## config.mk

```make
export PLATFORM = sky130hd
export DESIGN_NAME = rxa_aligner
export DESIGN_NICKNAME = d
export VERILOG_FILES = /design/src/logic/rxa_pkg.sv /design/src/logic/rxa_aligner.sv
export SDC_FILE = /design/constraint.sdc
export NUM_CORES = 1
export LEC_CHECK = 0
export BUFFER_PORTS_ARGS = -buffer_cell sky130_fd_sc_hd__buf_2
export CORE_MARGIN = 1.5
export CORE_UTILIZATION = 50
export CTS_CLUSTER_DIAMETER = 150
export DETAILED_ROUTE_END_ITERATION = 7
export GPL_TIMING_DRIVEN = 0
export PLACE_DENSITY = 0.78
export SYNTH_ARGS = -nofsm -noshare
export SYNTH_HDL_FRONTEND = slang
export SYNTH_SLANG_ARGS = --single-unit
```

## constraint.sdc

```tcl
create_clock -name mclk -period 10.5 [get_ports mclk]
set_clock_uncertainty 0.05 [all_clocks]
set_input_delay 0 -clock mclk [delete_from_list [all_inputs] [get_ports mclk]]
set_output_delay 0 -clock mclk [all_outputs]
set_load 0.02 [all_outputs]
```

## src/logic/rxa_pkg.sv

```systemverilog
// constants, types and register map of the receive lock and word aligner
package rxa_pkg;
    // ==================================================
    // widths
    localparam int DW = 20;
    localparam int HW = 32;
    localparam logic [4:0] WL_8 = 5'h08;
    localparam logic [4:0] WL_10 = 5'h0A;
    localparam logic [4:0] WL_16 = 5'h10;
    localparam logic [4:0] WL_20 = 5'h14;
    localparam logic [5:0] PL_32 = 6'h20;
    localparam logic [5:0] PL_20 = 6'h14;
    localparam logic [5:0] PL_16 = 6'h10;
    localparam logic [5:0] PL_10 = 6'h0A;
    // ==================================================
    // register offsets
    localparam logic [7:0] REG_CTRL = 8'h00;
    localparam logic [7:0] REG_PATTERN = 8'h04;
    localparam logic [7:0] REG_PATLEN = 8'h08;
    localparam logic [7:0] REG_RLVLIM = 8'h0C;
    localparam logic [7:0] REG_FREQ = 8'h10;
    localparam logic [7:0] REG_STATUS = 8'h14;
    // ==================================================
    // control fields
    localparam int CTRL_MODE_LSB = 0;
    localparam int CTRL_CPL_BIT = 2;
    localparam int CTRL_EDGE_BIT = 3;
    localparam int CTRL_SONET4_BIT = 4;
    localparam int CTRL_WSEL_LSB = 5;
    localparam int FREQ_TOL_LSB = 16;
    localparam logic [1:0] MODE_MANUAL = 2'h0;
    localparam logic [1:0] MODE_SYNC = 2'h1;
    localparam logic [1:0] MODE_SONET = 2'h2;
    // ==================================================
    // reset values
    localparam logic [6:0] CTRL_RST = 7'h20;
    localparam logic [31:0] PATTERN_RST = 32'h0000_017C;
    localparam logic [5:0] PATLEN_RST = 6'h0A;
    localparam logic [9:0] RLVLIM_RST = 10'h0A0;
    localparam logic [15:0] FREQ_EXP_RST = 16'h0400;
    localparam logic [15:0] FREQ_TOL_RST = 16'h0001;
    // ==================================================
    // patterns and limits
    localparam logic [9:0] COMMA_K285 = 10'h17C;
    localparam logic [7:0] SONET_A1 = 8'hF6;
    localparam logic [7:0] SONET_A2 = 8'h28;
    localparam logic [9:0] RLV_MAX_8 = 10'h080;
    localparam logic [9:0] RLV_MAX_10 = 10'h0A0;
    localparam logic [9:0] RLV_MAX_16 = 10'h200;
    localparam logic [9:0] RLV_MAX_20 = 10'h280;
    localparam logic [1:0] RLV_MIN_PULSE = 2'h2;
    localparam logic [2:0] ACQ_COMMAS = 3'h3;
    localparam logic [2:0] LOSS_ERRS = 3'h4;
    // ==================================================
    // types
    typedef enum logic [1:0] {LOCK_REF = 2'b01, LOCK_DATA = 2'b10} rxa_lock_t;
    typedef enum logic [2:0] {SY_LOSS = 3'b001, SY_ACQ = 3'b010, SY_SYNC = 3'b100} rxa_sync_t;
    typedef struct packed {
        logic valid;
        logic [DW-1:0] data;
    } rxa_word_t;
endpackage

```

## src/logic/rxa_aligner.sv

```systemverilog
// receive clock lock mode control, deserializer, word aligner and run-length check
//
// Local design decisions: the address map and strobed register access.
`timescale 1ns/1ps
module rxa_aligner
    import rxa_pkg::*;
#(
    parameter int FREQ_WIN = 1024
) (
    // clock and reset (mclk is the recovered receive clock)
    input wire logic mclk,
    input wire logic nrst,
    // line side pins
    input wire logic serialIn,
    input wire logic refClkIn,
    input wire logic pllLockRaw,
    // fabric controls
    input wire logic lockToData,
    input wire logic lockToRef,
    input wire logic enaAlign,
    input wire logic codeErr,
    // register port
    input wire logic [7:0] regAddr,
    input wire logic [31:0] regWrData,
    input wire logic regWr,
    input wire logic regRd,
    output logic [31:0] regRdData,
    // fabric outputs
    output rxa_word_t rxWord,
    output logic syncStatus,
    output logic patternDetect,
    output logic runLenViol,
    output logic freqLocked,
    output logic pllLocked
);
    // ==================================================
    // helpers
    function automatic logic [31:0] maskOf(input logic [5:0] n);
        maskOf = (n >= PL_32) ? 32'hFFFF_FFFF : ((32'h0000_0001 << n) - 32'h0000_0001);
    endfunction

    // last n received bits, earliest in bit 0
    function automatic logic [31:0] lastBits(input logic [31:0] h, input logic [5:0] n);
        lastBits = (h >> (7'h20 - {1'b0, n})) & maskOf(n);
    endfunction

    function automatic logic [4:0] wordLen(input logic [1:0] sel);
        case (sel)
            2'h0: wordLen = WL_8;
            2'h1: wordLen = WL_10;
            2'h2: wordLen = WL_16;
            default: wordLen = WL_20;
        endcase
    endfunction

    // upper word of a pattern arrives first, so it goes to the low half
    function automatic logic [31:0] wordOrder(input logic [31:0] p, input logic [5:0] n);
        case (n)
            PL_32: wordOrder = {p[15:0], p[31:16]};
            PL_20: wordOrder = {12'h000, p[9:0], p[19:10]};
            PL_16: wordOrder = {16'h0000, p[7:0], p[15:8]};
            default: wordOrder = p;
        endcase
    endfunction

    function automatic logic [7:0] rev8(input logic [7:0] b);
        for (int i = 0; i < 8; i++) begin
            rev8[i] = b[7-i];
        end
    endfunction

    // ==================================================
    // pin synchronisers
    logic serMeta_q, serSync_q, refMeta_q, refSync_q, refPrev_q, pllMeta_q, pllSync_q;
    always_ff @(posedge mclk or negedge nrst) begin
        if (!nrst) begin
            serMeta_q <= 1'b0;
            serSync_q <= 1'b0;
            refMeta_q <= 1'b0;
            refSync_q <= 1'b0;
            refPrev_q <= 1'b0;
            pllMeta_q <= 1'b0;
            pllSync_q <= 1'b0;
        end else begin
            serMeta_q <= serialIn;
            serSync_q <= serMeta_q;
            refMeta_q <= refClkIn;
            refSync_q <= refMeta_q;
            refPrev_q <= refSync_q;
            pllMeta_q <= pllLockRaw;
            pllSync_q <= pllMeta_q;
        end
    end

    // ==================================================
    // registers
    logic [6:0] ctrl_q;
    logic [31:0] pattern_q;
    logic [5:0] patLen_q;
    logic [9:0] rlvLim_q;
    logic [15:0] freqExp_q, freqTol_q;
    always_ff @(posedge mclk or negedge nrst) begin
        if (!nrst) begin
            ctrl_q <= CTRL_RST;
            pattern_q <= PATTERN_RST;
            patLen_q <= PATLEN_RST;
            rlvLim_q <= RLVLIM_RST;
            freqExp_q <= FREQ_EXP_RST;
            freqTol_q <= FREQ_TOL_RST;
        end else if (regWr) begin
            case (regAddr)
                REG_CTRL: ctrl_q <= regWrData[6:0];
                REG_PATTERN: pattern_q <= regWrData;
                REG_PATLEN: patLen_q <= regWrData[5:0];
                REG_RLVLIM: rlvLim_q <= regWrData[9:0];
                REG_FREQ: begin
                    freqExp_q <= regWrData[15:0];
                    freqTol_q <= regWrData[31:16];
                end
                default: ;
            endcase
        end
    end

    logic [1:0] mode, wsel;
    logic cplEn, edgeMode, sonet4;
    assign mode = ctrl_q[CTRL_MODE_LSB +: 2];
    assign cplEn = ctrl_q[CTRL_CPL_BIT];
    assign edgeMode = ctrl_q[CTRL_EDGE_BIT];
    assign sonet4 = ctrl_q[CTRL_SONET4_BIT];
    assign wsel = ctrl_q[CTRL_WSEL_LSB +: 2];

    // ==================================================
    // reference frequency check
    logic [31:0] winCnt_q;
    logic [15:0] refEdges_q;
    logic freqOk_q;
    logic [15:0] freqDiff;
    assign freqDiff = (refEdges_q > freqExp_q) ? refEdges_q - freqExp_q : freqExp_q - refEdges_q;
    always_ff @(posedge mclk or negedge nrst) begin
        if (!nrst) begin
            winCnt_q <= 32'h0000_0000;
            refEdges_q <= 16'h0000;
            freqOk_q <= 1'b0;
        end else if (winCnt_q == 32'(FREQ_WIN - 1)) begin
            winCnt_q <= 32'h0000_0000;
            refEdges_q <= 16'h0000;
            freqOk_q <= (freqDiff <= freqTol_q);
        end else begin
            winCnt_q <= winCnt_q + 32'h0000_0001;
            if (refSync_q && !refPrev_q && refEdges_q != 16'hFFFF) begin
                refEdges_q <= refEdges_q + 16'h0001;
            end
        end
    end

    // ==================================================
    // lock mode selection
    rxa_lock_t lockSt_q, lockSt_d;
    always_comb begin
        lockSt_d = lockSt_q;
        if (lockToData) begin
            lockSt_d = LOCK_DATA;
        end else if (lockToRef) begin
            lockSt_d = LOCK_REF;
        end else begin
            // both low, also when left tied off
            case (lockSt_q)
                LOCK_REF: if (pllSync_q && freqOk_q) lockSt_d = LOCK_DATA;
                LOCK_DATA: if (!freqOk_q) lockSt_d = LOCK_REF;
                default: lockSt_d = LOCK_REF;
            endcase
        end
    end

    always_ff @(posedge mclk or negedge nrst) begin
        if (!nrst) begin
            lockSt_q <= LOCK_REF;
            freqLocked <= 1'b0;
            pllLocked <= 1'b0;
        end else begin
            lockSt_q <= lockSt_d;
            freqLocked <= (lockSt_d == LOCK_DATA);
            pllLocked <= pllSync_q;
        end
    end

    // ==================================================
    // pattern match on the bit history (recovered clock domain)
    logic [31:0] hist_q, histNext;
    logic [31:0] effPat, tail;
    logic [5:0] effLen, phase6;
    logic effCpl, match;
    assign histNext = {serSync_q, hist_q[31:1]};

    always_comb begin
        case (mode)
            MODE_SYNC: begin
                effPat = {22'h000000, COMMA_K285};
                effLen = PL_10;
                effCpl = 1'b1;
            end
            MODE_SONET: begin
                effPat = sonet4 ? {rev8(SONET_A2), rev8(SONET_A2), rev8(SONET_A1), rev8(SONET_A1)}
                                : {16'h0000, rev8(SONET_A2), rev8(SONET_A1)};
                effLen = sonet4 ? PL_32 : PL_16;
                effCpl = 1'b0;
            end
            default: begin
                effPat = wordOrder(pattern_q, patLen_q) & maskOf(patLen_q);
                effLen = patLen_q;
                effCpl = cplEn;
            end
        endcase
    end

    // one bit per clock, so the earliest match is always seen first
    assign tail = lastBits(histNext, effLen);
    assign match = (tail == effPat) || (effCpl && tail == (~effPat & maskOf(effLen)));

    // ==================================================
    // word boundary
    logic [4:0] wl, cnt_q, newCnt, curPhase, phase;
    logic onBoundary, relock, wordDone, enaPrev_q, enaRise, search_q;
    logic [31:0] wordBits;
    assign wordBits = lastBits(histNext, {1'b0, wl});
    assign wl = wordLen(wsel);
    assign newCnt = cnt_q + 5'h01;
    assign phase6 = effLen % {1'b0, wl};
    assign phase = phase6[4:0];
    assign curPhase = (newCnt == wl) ? 5'h00 : newCnt;
    assign onBoundary = (curPhase == phase);
    assign enaRise = enaAlign && !enaPrev_q;

    rxa_sync_t syncSt_q, syncSt_d;
    always_comb begin
        if (mode == MODE_SYNC) begin
            relock = match && !onBoundary && syncSt_q != SY_SYNC;
        end else if (edgeMode) begin
            relock = search_q && match;
        end else begin
            relock = enaAlign && match && !onBoundary;
        end
    end
    assign wordDone = relock ? (phase == 5'h00) : (newCnt == wl);

    always_ff @(posedge mclk or negedge nrst) begin
        if (!nrst) begin
            hist_q <= 32'h0000_0000;
            cnt_q <= 5'h00;
            rxWord <= '0;
        end else begin
            hist_q <= histNext;
            // pattern's first bit becomes the word's lsb
            cnt_q <= relock ? phase : ((newCnt == wl) ? 5'h00 : newCnt);
            rxWord.valid <= wordDone;
            if (wordDone) begin
                rxWord.data <= wordBits[DW-1:0];
            end
        end
    end

    // ==================================================
    // synchronisation state machine (sync mode only, held in loss otherwise)
    logic [2:0] good_q, err_q;
    always_comb begin
        syncSt_d = syncSt_q;
        case (syncSt_q)
            SY_LOSS: if (match) syncSt_d = SY_ACQ;
            SY_ACQ: begin
                if (codeErr) syncSt_d = SY_LOSS;
                else if (match && onBoundary && good_q + 3'h1 >= ACQ_COMMAS) syncSt_d = SY_SYNC;
            end
            SY_SYNC: if (codeErr && err_q + 3'h1 >= LOSS_ERRS) syncSt_d = SY_LOSS;
            default: syncSt_d = SY_LOSS;
        endcase
        if (mode != MODE_SYNC) syncSt_d = SY_LOSS;
    end

    always_ff @(posedge mclk or negedge nrst) begin
        if (!nrst) begin
            syncSt_q <= SY_LOSS;
            good_q <= 3'h0;
            err_q <= 3'h0;
        end else begin
            syncSt_q <= syncSt_d;
            if (syncSt_d != SY_ACQ) good_q <= 3'h0;
            else if (match && onBoundary) good_q <= good_q + 3'h1;
            if (syncSt_d != SY_SYNC) err_q <= 3'h0;
            else if (codeErr) err_q <= err_q + 3'h1;
        end
    end

    // ==================================================
    // sync status and pattern detect
    logic syncStatus_d;
    always_comb begin
        if (mode == MODE_SYNC) begin
            syncStatus_d = (syncSt_d == SY_SYNC);
        end else if (edgeMode) begin
            // held until the next rising edge restarts the search
            syncStatus_d = enaRise ? 1'b0 : ((search_q && match) ? 1'b1 : syncStatus);
        end else if (enaAlign) begin
            syncStatus_d = match;
        end else begin
            syncStatus_d = match && !onBoundary;
        end
    end

    always_ff @(posedge mclk or negedge nrst) begin
        if (!nrst) begin
            enaPrev_q <= 1'b0;
            search_q <= 1'b0;
            syncStatus <= 1'b0;
            patternDetect <= 1'b0;
        end else begin
            enaPrev_q <= enaAlign;
            if (enaRise) search_q <= 1'b1;
            else if (relock) search_q <= 1'b0;
            syncStatus <= syncStatus_d;
            patternDetect <= match && (relock || onBoundary);
        end
    end

    // ==================================================
    // run-length violation
    logic prevBit_q, viol;
    logic [9:0] run_q, runNext, rlvMax, rlvLimEff;
    logic [1:0] rlvHold_q;
    assign runNext = (serSync_q != prevBit_q) ? 10'h001 : ((run_q == 10'h3FF) ? run_q : run_q + 10'h001);
    always_comb begin
        case (wsel)
            2'h0: rlvMax = RLV_MAX_8;
            2'h1: rlvMax = RLV_MAX_10;
            2'h2: rlvMax = RLV_MAX_16;
            default: rlvMax = RLV_MAX_20;
        endcase
    end
    // limits above the width's maximum are clamped, not honoured
    assign rlvLimEff = (rlvLim_q > rlvMax) ? rlvMax : rlvLim_q;
    assign viol = (runNext > rlvLimEff);

    always_ff @(posedge mclk or negedge nrst) begin
        if (!nrst) begin
            prevBit_q <= 1'b0;
            run_q <= 10'h000;
            rlvHold_q <= 2'h0;
            runLenViol <= 1'b0;
        end else begin
            prevBit_q <= serSync_q;
            run_q <= runNext;
            rlvHold_q <= viol ? RLV_MIN_PULSE - 2'h1 : ((rlvHold_q != 2'h0) ? rlvHold_q - 2'h1 : 2'h0);
            runLenViol <= viol || (rlvHold_q != 2'h0);
        end
    end

    // ==================================================
    // register read
    always_ff @(posedge mclk or negedge nrst) begin
        if (!nrst) begin
            regRdData <= 32'h0000_0000;
        end else if (regRd) begin
            case (regAddr)
                REG_CTRL: regRdData <= {25'h0000000, ctrl_q};
                REG_PATTERN: regRdData <= pattern_q;
                REG_PATLEN: regRdData <= {26'h0000000, patLen_q};
                REG_RLVLIM: regRdData <= {22'h000000, rlvLim_q};
                REG_FREQ: regRdData <= {freqTol_q, freqExp_q};
                REG_STATUS: regRdData <= {24'h000000, syncSt_q, lockSt_q, freqOk_q,
                                          runLenViol, syncStatus};
                default: regRdData <= 32'h0000_0000;
            endcase
        end else begin
            regRdData <= 32'h0000_0000;
        end
    end
endmodule

```

=== Word level (Yosys, flattened, before mapping) ===
Index checks and enable logic that the tools add are counted.

* Register bits after elaboration: 264
* Bits in latches: 0
* Bits in writable memories: 0
* Memory bits (read-only): 0
* Input port bits: 51
* Output and inout bits: 58
* Logic and storage cells: 183
* Memories: 0

* $add $sub $neg: 14
* Multiply operators: 0
* Div/mod/pow operators: 1
* $lt $le $gt $ge: 8
* Equality and inequality tests: 32
* Shifts and indexed selects: 5
* Multiplexer cells: 49
* Bitwise operators: 5
* Reductions and logical operators: 34

{| class="wikitable"
|+ Operators with widths
! operator !! number
|-
| one-hot mux 32 bit (6 select lines) || 1
|-
| two-way mux 32 bit || 5
|-
| AND 32 bit || 3
|-
| one-hot mux 32 bit (3 select lines) || 1
|-
| == test 32 bit || 2
|-
| one-hot mux 32 bit (2 select lines) || 1
|-
| left shift 1 x 6 -> 32 bit, first input constant || 2
|-
| subtractor 32 x 1 -> 32 bit, second input constant || 2
|-
| two-way mux 16 bit || 3
|-
| adder 32 x 1 -> 32 bit, second input constant || 1
|-
| == test 32 x 10 -> 1 bit, second input constant || 1
|-
| NOT 32 bit || 1
|-
| >> shifter 32 x 7 -> 20 bit || 1
|-
| >> shifter 32 x 7 -> 32 bit || 1
|-
| subtractor 16 bit || 2
|-
| two-way mux 10 bit || 3
|-
| one-hot mux 10 bit (3 select lines) || 1
|-
| two-way mux 29 bit || 1
|-
| two-way mux 3 bit || 9
|-
| AND 20 bit || 1
|-
| > comparator 10 bit || 2
|-
| left shift 1 x 5 -> 20 bit, first input constant || 1
|-
| subtractor 20 x 1 -> 20 bit, second input constant || 1
|-
| adder 16 x 1 -> 16 bit, second input constant || 1
|-
| 48 further kinds || 101
|}

=== Longest topological paths before layout ===
Gate-level depths: netlist (run 1).

* Depth in word-level cells: 18
* Gate-level depth with buffers: 36

=== Worst setup path after synthesis (run 1) ===
OpenSTA, ideal clock, no wires.

* Kind: register -> register
* From: register ctrl_q[5]
* To: register rxWord[17] in the netlist's numbering
* Setup time: 0.128 ns
* Arrival: 8.132 ns
* Required time: 10.322 ns
* Slack: 2.190 ns
* Stages on the path, launching flop included: 32
* Cells stage by stage: dfstp_2 ha_1 clkbuf_1 inv_2 buf_1 ha_1 or4b_2 a21oi_1 nor2_1 ha_1 or2_2 o311a_1 a311o_1 nand2_1 ha_1 or3_1 o311a_1 a21oi_1 ha_1 nor2b_1 o21ai_0 a31oi_1 a311oi_2 mux2i_1 mux2i_1 and3_1 o22ai_1 nand2_1 a2bb2oi_4 mux2_4 buf_12 mux2_1

* Cells in the longest elaborated chain, start to end: 10
* Elaborated cells on any way between the ends: 21
* Those cells by class: add/sub: 2; div: 1; eq/ne: 4; shift: 2; mux: 5; bitwise: 1; reduce/logical: 6

{| class="wikitable"
|+ Ends and longest elaborated chain
! item !! line !! text
|-
| start, declared || rxa_aligner.sv:97 || <nowiki>logic [6:0] ctrl_q;</nowiki>
|-
| start signal, assigned || rxa_aligner.sv:112 || <nowiki>REG_CTRL: ctrl_q <= regWrData[6:0];</nowiki>
|-
| == test 2 bit, or another cell as far along || rxa_aligner.sv:48 || <nowiki>case (sel)</nowiki>
|-
| one-hot mux 5 bit (3 select lines) (*) || rxa_aligner.sv:48 ||
|-
| parallel branches: the longest is 8 deep, another holds remainder unit 6 x 5 -> 6 bit || - ||
|-
| end, declared || rxa_aligner.sv:29 || <nowiki>output rxa_word_t rxWord,</nowiki>
|}

Every way passes the cells marked *.
A chain may end at the register's enable or synchronous reset.

=== Final worst setup path (run 1) ===
* From: register ctrl_q[6]
* To: register rxWord[17] in the netlist's numbering

The elaborated chain is that of the path after synthesis.

==> results of run 1 <==
state kept, by name, summed over array words and instances (netlist names), 5 cells and up:
register / flops
rxWord: 21
hist_q: 31
refEdges_q: 16
rlvLim_q: 10
ctrl_q: 7
cnt_q: 5
freqTol_q: 16
freqExp_q: 16
run_q: 10
regRdData: 32
patLen_q: 6
pattern_q: 32
winCnt_q: 32
through the flow:
step                      instances  area [µm²]  hold WS, ps  setup slack (ps)
after floorplan                2298       21200         -346              2190
after global placement         2945       22400         59.8               350
after detailed placement       2947       22500         -113               106
after CTS                      3050       24000         51.3              87.4
after global routing           3049       24000         66.9              54.3
final                          3049       24000         68.9               596
area by class of cell:
type / count / area, µm²
timing repair buffer: 159 / 1110
clock inverter: 14 / 171
multi-input combinational: 1812 / 13700
clock buffer: 40 / 807
sequential: 262 / 6580
inverter: 93 / 349
fill: 3638 / 18000
buffer: 130 / 636
tap: 539 / 674
cell families (layout without fill, tap and decap cells):
group | count (synthesis) | count (layout) | share of synthesized area [%]
fa+ha+maj | 104 | 104 | 6.20
xor+xnor | 124 | 124 | 5.12
buf+inv | 224 | 436 | 4.66
compound gates | 609 | 609 | 20.4
other cells | 1 | 2 | 0.0177
simple gates | 700 | 700 | 17.0
flops | 262 | 262 | 31.0
mux | 273 | 273 | 15.6
metal layers:
metal,up-vias,global-route usage [%],share of wire (%)
met5,-,0,0
met4,0,17.0,5.5
met3,238,5.14,7.3
met2,1012,58.0,47
met1,9892,44.7,41
li1,8988,-,-
worst paths after layout:
| check | start | end | cells past startpoint |
|---|---|---|---|
| max in group asynchronous | nrst | refEdges_q[13]$_DFFE_PN0P_ | 5 |
| hold / removal | enaAlign | enaPrev_q$_DFF_PN0_ | 2 |
| setup / recovery | ctrl_q[6]$_DFFE_PN0P_ | rxWord[17]$_DFFE_PN0P_ | 31 |
| min in group asynchronous | nrst | hist_q[11]$_DFF_PN0_ | 4 |
| hold reg to reg | pllMeta_q$_DFF_PN0_ | pllSync_q$_DFF_PN0_ | 0 |
| setup reg to reg | ctrl_q[6]$_DFFE_PN0P_ | rxWord[17]$_DFFE_PN0P_ | 31 |
worst max-delay path: cells and delay by family (launching register included):
kind / cells / cell delay [ps]
AND/OR/NAND/NOR: 8 / 2020
AO/OA/AOI/OAI: 10 / 2920
multiplexers: 4 / 1340
flip-flops: 1 / 510
buffers and inverters: 4 / 1320
adder cells (fa/ha/maj): 5 / 1600
layout by cell type, fill, tap and decap left out, drive strengths merged, types with 27 or more instances in the layout:
cell,count
nor2b,27
nor3,52
mux4,28
clkbuf,111
nand4,34
a211oi,27
xnor2,84
a22oi,61
ha,102
xor2,40
dlygate4sd3,48
o21ai,109
a21oi,106
mux2i,110
nand3,68
inv,93
dfrtp,247
nor2,162
buf,170
and3,27
a21o,42
nand2,167
mux2,135
power groups by stage:
stage / clock network [mW] / logic (mW) / registers (mW)
finish: 1.05 / 1.84 / 1.18
global route: 1.10 / 1.98 / 1.19
CTS: 1.07 / 1.79 / 1.18
detailed placement: 0 / 1.77 / 1.19
global placement: 0 / 1.73 / 1.19
floorplan: 0 / 1.28 / 1.18
what timing repair did:
action / CTS / global route
endpoints found under the hold margin: 261 / 0
hold buffers: 49 / 0
resized for setup: 0 / 1
setup endpoints to repair: 0 / 23
==> flow_summary.ini, run 1 <==
[synthesis]
synth_cell_type_count = 106
synth_edf_count = 0
async_reset_ff_share_pct = 100
synth.cell_area_um2 = 21200
ys_warn_count = 0
ys_seq_elements = 262
syn_avg_cell_area_um2 = 9.24
synth_top_area_share_pct = 29.1
ys.flop_type = dfrtp_1
synth.yosys.seq_area_share_pct = 31.0
synth.area.top_cells = dfrtp_1, mux2_2, ha_1, mux2i_1, xnor2_1
yosys-top-cells-count = dfrtp_1, nand2_1, nor2_1
synthesis.instances = 2297
yosysTopAreaCell = dfrtp_1
synth.most_common_cell = dfrtp_1

[clocking]
numCtsBuffers = 29
h-tree-depth = 1
post_cts_buffers = 0
clockBufferDepth = 3
clk_transition_reported_paths_ps = 60
cts_tree = built
cts_root_buffer = clkbuf_16
clk_latency_ps = 590
cts_sinks = 262

[run_status]
violations = design-rule violations
outcome = finished with violations

[worst_setup_path]
r2r_slack_ps = 600
slowest_stage = or4b_2
arrival_ps = 10320
start_kind = register
crit_fanout = 21
crit_type = register to register
worst_path_largest_cell_delay_ps = 650
crit_required_ps = 10920
path_common_cell = ha_1
endpoint_kind = register

[placed_design]
hpwl_um = 60800
io_buffers = 108
gp_congestion = 1.01

[timing]
fin_crit_sh_pct = 94.3
worst_pin_slew_ps = 1240
min_period_ps = 9900
fmax_mhz = 101
grt_setup_unrepaired = no
hold_viol = 0
timing.setup.tns_ps = 0
slew_viol_final = 0
timing.slew.headroom_pct = 17.1
setup_viol = 0

[detailed_routing]
drcViolationCount = 1
drtIter0Drc = 2079
route.final.wire_length_um = 77500
viasPerCell = 6.60
ant_nets = 0
first_pass_iters = 8
via_count = 20100
wl_per_cell_um = 25.4

[finish]
areaGrowthSynthToFinish_pct = 13.1
fin_nets = 2642
layout-drive-gt1-share_pct = 17.5
final_util_pct = 57.2
n_antenna_cell = 0

[floorplanning]
design.core.area_um2 = 41900
die-area_um2 = 43700
rows = 75
die_h_um = 209
io_pins = 109
start_util_pct = 50.6
die_w_um = 209

[power_and_ir_drop]
seqPwrFrac_pct = 29.0
power_per_cell_area_nw_per_um2 = 170
irDropWorstVdd_uv = 123
p_int_mw = 2.46
total_leakage_power_nw = 10.5
p_comb_share_pct = 45.1
power.net_switching_mw = 1.61
power_frac_clock_pct = 25.9
switching_share_pct = 39.5
power_mw = 4.07

[global_routing]
grt_pass1_vias = 20100
antenna_found_initial = 0
grt_use_total_pct = 34.9
grt_first_pass_wirelength_um = 118000
grt_max_degree = 110
overflow = 0

[min_path]
hp-class = input port to register

[job]
drv_cap = 0
No activity file was read; power rests on OpenSTA's default activity.
==> run 2, diff against run 1 <==
--- a/config.mk
+++ b/config.mk
@@ -10,7 +10,7 @@
 export CORE_UTILIZATION = 50
 export CTS_CLUSTER_DIAMETER = 150
 export DETAILED_ROUTE_END_ITERATION = 7
-export GPL_TIMING_DRIVEN = 0
+export MAX_ROUTING_LAYER = met4
 export PLACE_DENSITY = 0.78
 export SYNTH_ARGS = -nofsm -noshare
 export SYNTH_HDL_FRONTEND = slang
==> run 2 against run 1 <==
Compared with the run above: the flow finishes with violations (negative hold slack); register-to-register slack improved by 250 ps; largest cell class unchanged; count of clock-buffer cells in the layout fell by 5; hold slack got worse by 75 ps; sequential power barely moved; worst setup slack improved by 250 ps; cell count fell by 3.5%; combinational power fell by 3%; critical path depth did not move; flip-flop and latch count did not move.
==> flow_summary.ini, run 2 (synthesis gave the netlist of run 1 again) <==
[run_status]
outcome = finished with violations
violations = negative hold slack

[clocking]
numCtsBuffers = 29
clk_latency_ps = 600
clk_transition_reported_paths_ps = 60
post_cts_buffers = 0
cts_sinks = 262
clockBufferDepth = 3
cts_root_buffer = clkbuf_16
h-tree-depth = 1
cts_resized = 0
cts-hold-fix-buffers = 45
cts_tree = built

[floorplanning]
design.core.area_um2 = 41900
io_pins = 109
rows = 75
die_h_um = 209
die-area_um2 = 43700
start_util_pct = 50.6
die_w_um = 209

[detailed_routing]
drcViolationCount = 0
drtIter0Drc = 2106
ant_nets = 0
first_pass_iters = 7
via_count = 19700
viasPerCell = 6.70
wl_per_cell_um = 26.3
route.final.wire_length_um = 77300

[power_and_ir_drop]
power_mw = 4.09
seqPwrFrac_pct = 29.0
p_comb_share_pct = 43.4
power_per_cell_area_nw_per_um2 = 174
power.net_switching_mw = 1.60
p_int_mw = 2.49
total_leakage_power_nw = 10.3
power_frac_clock_pct = 27.6
irDropWorstVdd_uv = 156
switching_share_pct = 39.1

[worst_setup_path]
crit_fanout = 21
endpoint_kind = register
crit_family = compound AO/OA/AOI/OAI gates
r2r-start = ctrl_q[0]$_DFFE_PN0P_
slowest_stage = a21oi_1
cp_num_buf_inv = 2
start_kind = register
path_common_cell = ha_1
crit_type = register to register
critPathLaunch = ctrl_q[0]$_DFFE_PN0P_
crit_required_ps = 10920
worst_path_largest_cell_delay_ps = 780
arrival_ps = 10080

[global_routing]
grt_max_degree = 113
grt_use_total_pct = 36.0
grt_first_pass_wirelength_um = 118000
grt_pass1_vias = 19200
overflow = 0
antenna_found_initial = 2

[timing]
worst_pin_slew_ps = 1300
fmax_mhz = 104
fin_crit_sh_pct = 92.0
grt_setup_unrepaired = no
setup_viol = 0
slew_viol_final = 0
timing.slew.headroom_pct = 12.0
hold-worst-slack_ps = -5.67
min_period_ps = 9660
timing.setup.tns_ps = 0
hold_viol = 18

[job]
drv_cap = 0

[finish]
fin_nets = 2535
areaGrowthSynthToFinish_pct = 11.0
final_cell_mix = dfrtp_1, nand2_1, nor2_1, mux2_2, mux2i_1
layout-drive-gt1-share_pct = 17.8
nFillCells = 3684
final_common_cell = dfrtp_1
top_regs = pattern_q (32), regRdData (32), winCnt_q (32)

[min_path]
hp-class = input port to asynchronous set/reset pin

[placed_design]
gp_congestion = 1.01
hpwl_um = 58000
io_buffers = 108
## run 2: cell count changes in the layout (fill, tap and decap cells not counted), moves of 6 or more
cell / previous run / this run
buf_4: 5 / 28
buf_1: 17 / 0
buf_6: 6 / 0
clkbuf_1: 78 / 4
buf_2: 135 / 107
## run 2: routing by layer
metal	up-vias	global-route usage [%]	wire [µm]
li1	8752	-	-
met1	9736	46.7	31900
met2	1031	56.9	35800
met3	206	5.23	6300
met4	0	14.2	3290
met5	-	-	0
## run 2: power groups by stage
stage | logic [mW] | registers [mW] | clock network [mW]
2_1_floorplan | 1.28 | 1.18 | 0
3_3_place_gp | 1.68 | 1.20 | 0
3_5_place_dp | 1.71 | 1.20 | 0
4_1_cts | 1.74 | 1.18 | 1.14
5_1_grt | 1.92 | 1.19 | 1.18
6_report | 1.78 | 1.19 | 1.13
## run 2: worst register-to-register path: cells and delay by family, from the launching register on
| kind | cells | cell delay, ps |
|---|---|---|
| adders and majority gates | 5 | 1570 |
| DFF | 1 | 420 |
| AOI/OAI and AO/OA | 11 | 3440 |
| and+or+nand+nor | 9 | 2320 |
| muxes | 4 | 1450 |
| buffers and inverters | 2 | 310 |
## run 2: path summary, 6_finish.rpt
kind | end | depth (start not counted) | slack (ps)
max | rxWord[18]$_DFFE_PN0P_ | 31 | 840
min | rxWord[13]$_DFFE_PN0P_ | 2 | -6
max reg2reg | rxWord[18]$_DFFE_PN0P_ | 31 | 840
min reg2reg | pllSync_q$_DFF_PN0_ | 0 | 300
max in group asynchronous | refEdges_q[8]$_DFFE_PN0P_ | 4 | 8020
min in group mclk | serMeta_q$_DFF_PN0_ | 2 | 80
## run 2: cell type report
class | instances | area, µm² | share of cell area, %
antenna | 2 | 5.00 | 0.0213
clock buffer | 35 | 768 | 3.26
clock inverter | 18 | 279 | 1.18
inverter | 93 | 349 | 1.48
multi-input combinational | 1812 | 13700 | 58.1
sequential | 262 | 6580 | 27.9
tap | 539 | 674 | 2.86
timing repair buffer | 182 | 1220 | 5.19
## run 2: per-stage QoR
step | std cells | utilization [%] | setup WS (ps) | hold slack (ps) | cell area [µm²]
2_1_floorplan | 2298 | - | 2190 | -346 | 21200
3_3_place_gp | 2842 | 52.5 | 1230 | 50.0 | 22000
3_5_place_dp | 2842 | 52.5 | 960 | 59.9 | 22000
4_1_cts | 2940 | 56.1 | 942 | 5.75 | 23500
5_1_grt | 2943 | 56.1 | 258 | 63.8 | 23600
6_report | 2943 | 56.1 | 841 | -5.67 | 23600
==> run 3, diff against run 2 <==
--- a/config.mk
+++ b/config.mk
@@ -12,6 +12,7 @@
 export DETAILED_ROUTE_END_ITERATION = 7
 export MAX_ROUTING_LAYER = met4
 export PLACE_DENSITY = 0.78
+export REMOVE_ABC_BUFFERS = 1
 export SYNTH_ARGS = -nofsm -noshare
 export SYNTH_HDL_FRONTEND = slang
 export SYNTH_SLANG_ARGS = --single-unit
==> run 3 against run 2 <==
Compared with the run above: the flow finishes with violations (design-rule violations); die area unchanged; core utilization decreased by 0.10 points; critical path depth increased by 1; count of clock-buffer cells in the layout is 1 lower; sequential power hardly changed; hold slack better by 39 ps; global-route usage down 3.5 points; worst setup slack improved by 86 ps.
==> flow_summary.ini, run 3 (synthesis gave the netlist of run 1 again) <==
[run_status]
outcome = finished with violations
violations = design-rule violations

[worst_setup_path]
start_kind = register
slowest_stage = or4b_2
arrival_ps = 9980
endpoint_kind = register
r2r-start = ctrl_q[0]$_DFFE_PN0P_
crit_type = register to register
path_common_cell = ha_1
r2r_slack_ps = 930
crit_fanout = 26
crit_required_ps = 10910
r2r-end = rxWord[18]$_DFFE_PN0P_
worst_path_largest_cell_delay_ps = 620
rr_worst_depth = 32

[finish]
nFillCells = 3691
seq_area_um2 = 6580
layout-drive-gt1-share_pct = 17.8
final_common_cell = dfrtp_1
stdcell_count = 2938
final_util_pct = 56.0
top_regs = pattern_q (32), regRdData (32), winCnt_q (32)
final_cell_mix = dfrtp_1, nand2_1, nor2_1, mux2_2, mux2i_1
fin_nets = 2531
n_antenna_cell = 0
multi_input_area_um2 = 13700
areaGrowthSynthToFinish_pct = 10.8

[floorplanning]
design.core.area_um2 = 41900
die_w_um = 209
io_pins = 109
start_util_pct = 50.6
die-area_um2 = 43700
die_h_um = 209
rows = 75

[clocking]
cts_tree = built
clk_transition_reported_paths_ps = 60
cts_root_buffer = clkbuf_16
post_cts_buffers = 0
h-tree-depth = 1
clk_latency_ps = 580
clockBufferDepth = 3
cts_sinks = 262
numCtsBuffers = 29

[global_routing]
grt_max_degree = 157
grt_pass1_vias = 18800
grt_use_total_pct = 32.5
overflow = 0
grt_first_pass_wirelength_um = 109000
antenna_found_initial = 0

[detailed_routing]
first_pass_iters = 8
ant_nets = 0
drtIter0Drc = 2172
drcViolationCount = 1
route.final.wire_length_um = 70000
wl_per_cell_um = 23.8
via_count = 19500
viasPerCell = 6.65

[placed_design]
gp_congestion = 1.06
io_buffers = 108
place_inst = 2840
dp_slack_ps = 763
hpwl_um = 52400

[timing]
timing.slew.headroom_pct = 21.6
fmax_mhz = 104
timing.setup.tns_ps = 0
fin_crit_sh_pct = 91.2
min_period_ps = 9570
worst_pin_slew_ps = 1150
hold_viol = 0
setup_viol = 0
grt_setup_unrepaired = no
hold-worst-slack_ps = 33.8
setup_ws_ps = 928
slew_viol_final = 0

[power_and_ir_drop]
switching_share_pct = 38.1
irDropWorstVdd_uv = 156
power_frac_clock_pct = 27.6
p_comb_share_pct = 43.0
seqPwrFrac_pct = 29.3
total_leakage_power_nw = 10.3
power_per_cell_area_nw_per_um2 = 170
p_int_mw = 2.48
power.net_switching_mw = 1.53

[min_path]
min_to = serMeta_q$_DFF_PN0_
hold_path.startpoint = serialIn
min_path_cells = 2
hp-class = input port to register

[job]
drv_cap = 0
-- run 3: cell types whose count changed in the layout (fill, tap and decap cells not counted), moves of 2 or more --
cell	change
dlygate4sd3_1	-2
buf_4	-3
diode_2	-2
clkinv_2	+2
-- run 3: power by group through the flow --
stage	logic, mW	clock network (mW)	registers, mW
after CTS	1.70	1.12	1.17
after detailed placement	1.67	0	1.19
after global placement	1.64	0	1.18
after global routing	1.88	1.16	1.18
final	1.72	1.11	1.17
after floorplan	1.22	0	1.19
-- run 3: how the worst max path moves through the flow --
stage                          startpoint                endpoint  slack, ps  cells after the start
finish              ctrl_q[0]$_DFFE_PN0P_  rxWord[18]$_DFFE_PN0P_        930                     32
global route        ctrl_q[0]$_DFFE_PN0P_  rxWord[18]$_DFFE_PN0P_        320                     32
CTS                 ctrl_q[0]$_DFFE_PN0P_  rxWord[18]$_DFFE_PN0P_        750                     32
detailed placement  ctrl_q[0]$_DFFE_PN0P_  rxWord[19]$_DFFE_PN0P_        760                     32
global placement    ctrl_q[0]$_DFFE_PN0P_  rxWord[18]$_DFFE_PN0P_       1080                     32
floorplan           ctrl_q[0]$_DFFE_PN0P_  rxWord[17]$_DFFE_PN0P_       1100                     31
-- run 3: area by class of cell --
cell class	count	share of cell area (%)
multi-input cells	1812	58.2
clock inverters	20	1.18
inverters	93	1.48
flip-flops and latches	262	28.0
clock buffers	34	3.21
repair buffers	178	5.10
well taps	539	2.87
-- run 3: what timing repair did --
action / in CTS / in global routing
hold buffers: 44 / 0
endpoints found under the setup margin: 0 / 2
gates resized for setup: 0 / 1
endpoints found under the hold margin: 220 / 0
-- run 3: per-stage QoR --
stage                     total power, mW  instance area [µm²]
final                                4.00                23500
after global routing                 4.22                23500
after CTS                            3.99                23500
after detailed placement             2.86                22000
after global placement               2.83                22000
after floorplan                      2.41                20600
-- run 3: per-layer routing --
metal  GRT usage, %  wire (µm)
met4           11.3       2670
met1           44.0      30300
met3           3.25       4680
met2           50.9      32400
met5              -          0
-- run 3: critical path, delay by kind of cell (launching register included) --
family                     cells  cell delay, ps
muxes                          4            1450
DFF                            1             410
adders and majority gates      5            1530
and+or+nand+nor                9            2310
AOI/OAI and AO/OA             11            3130
buffers and inverters          3             560
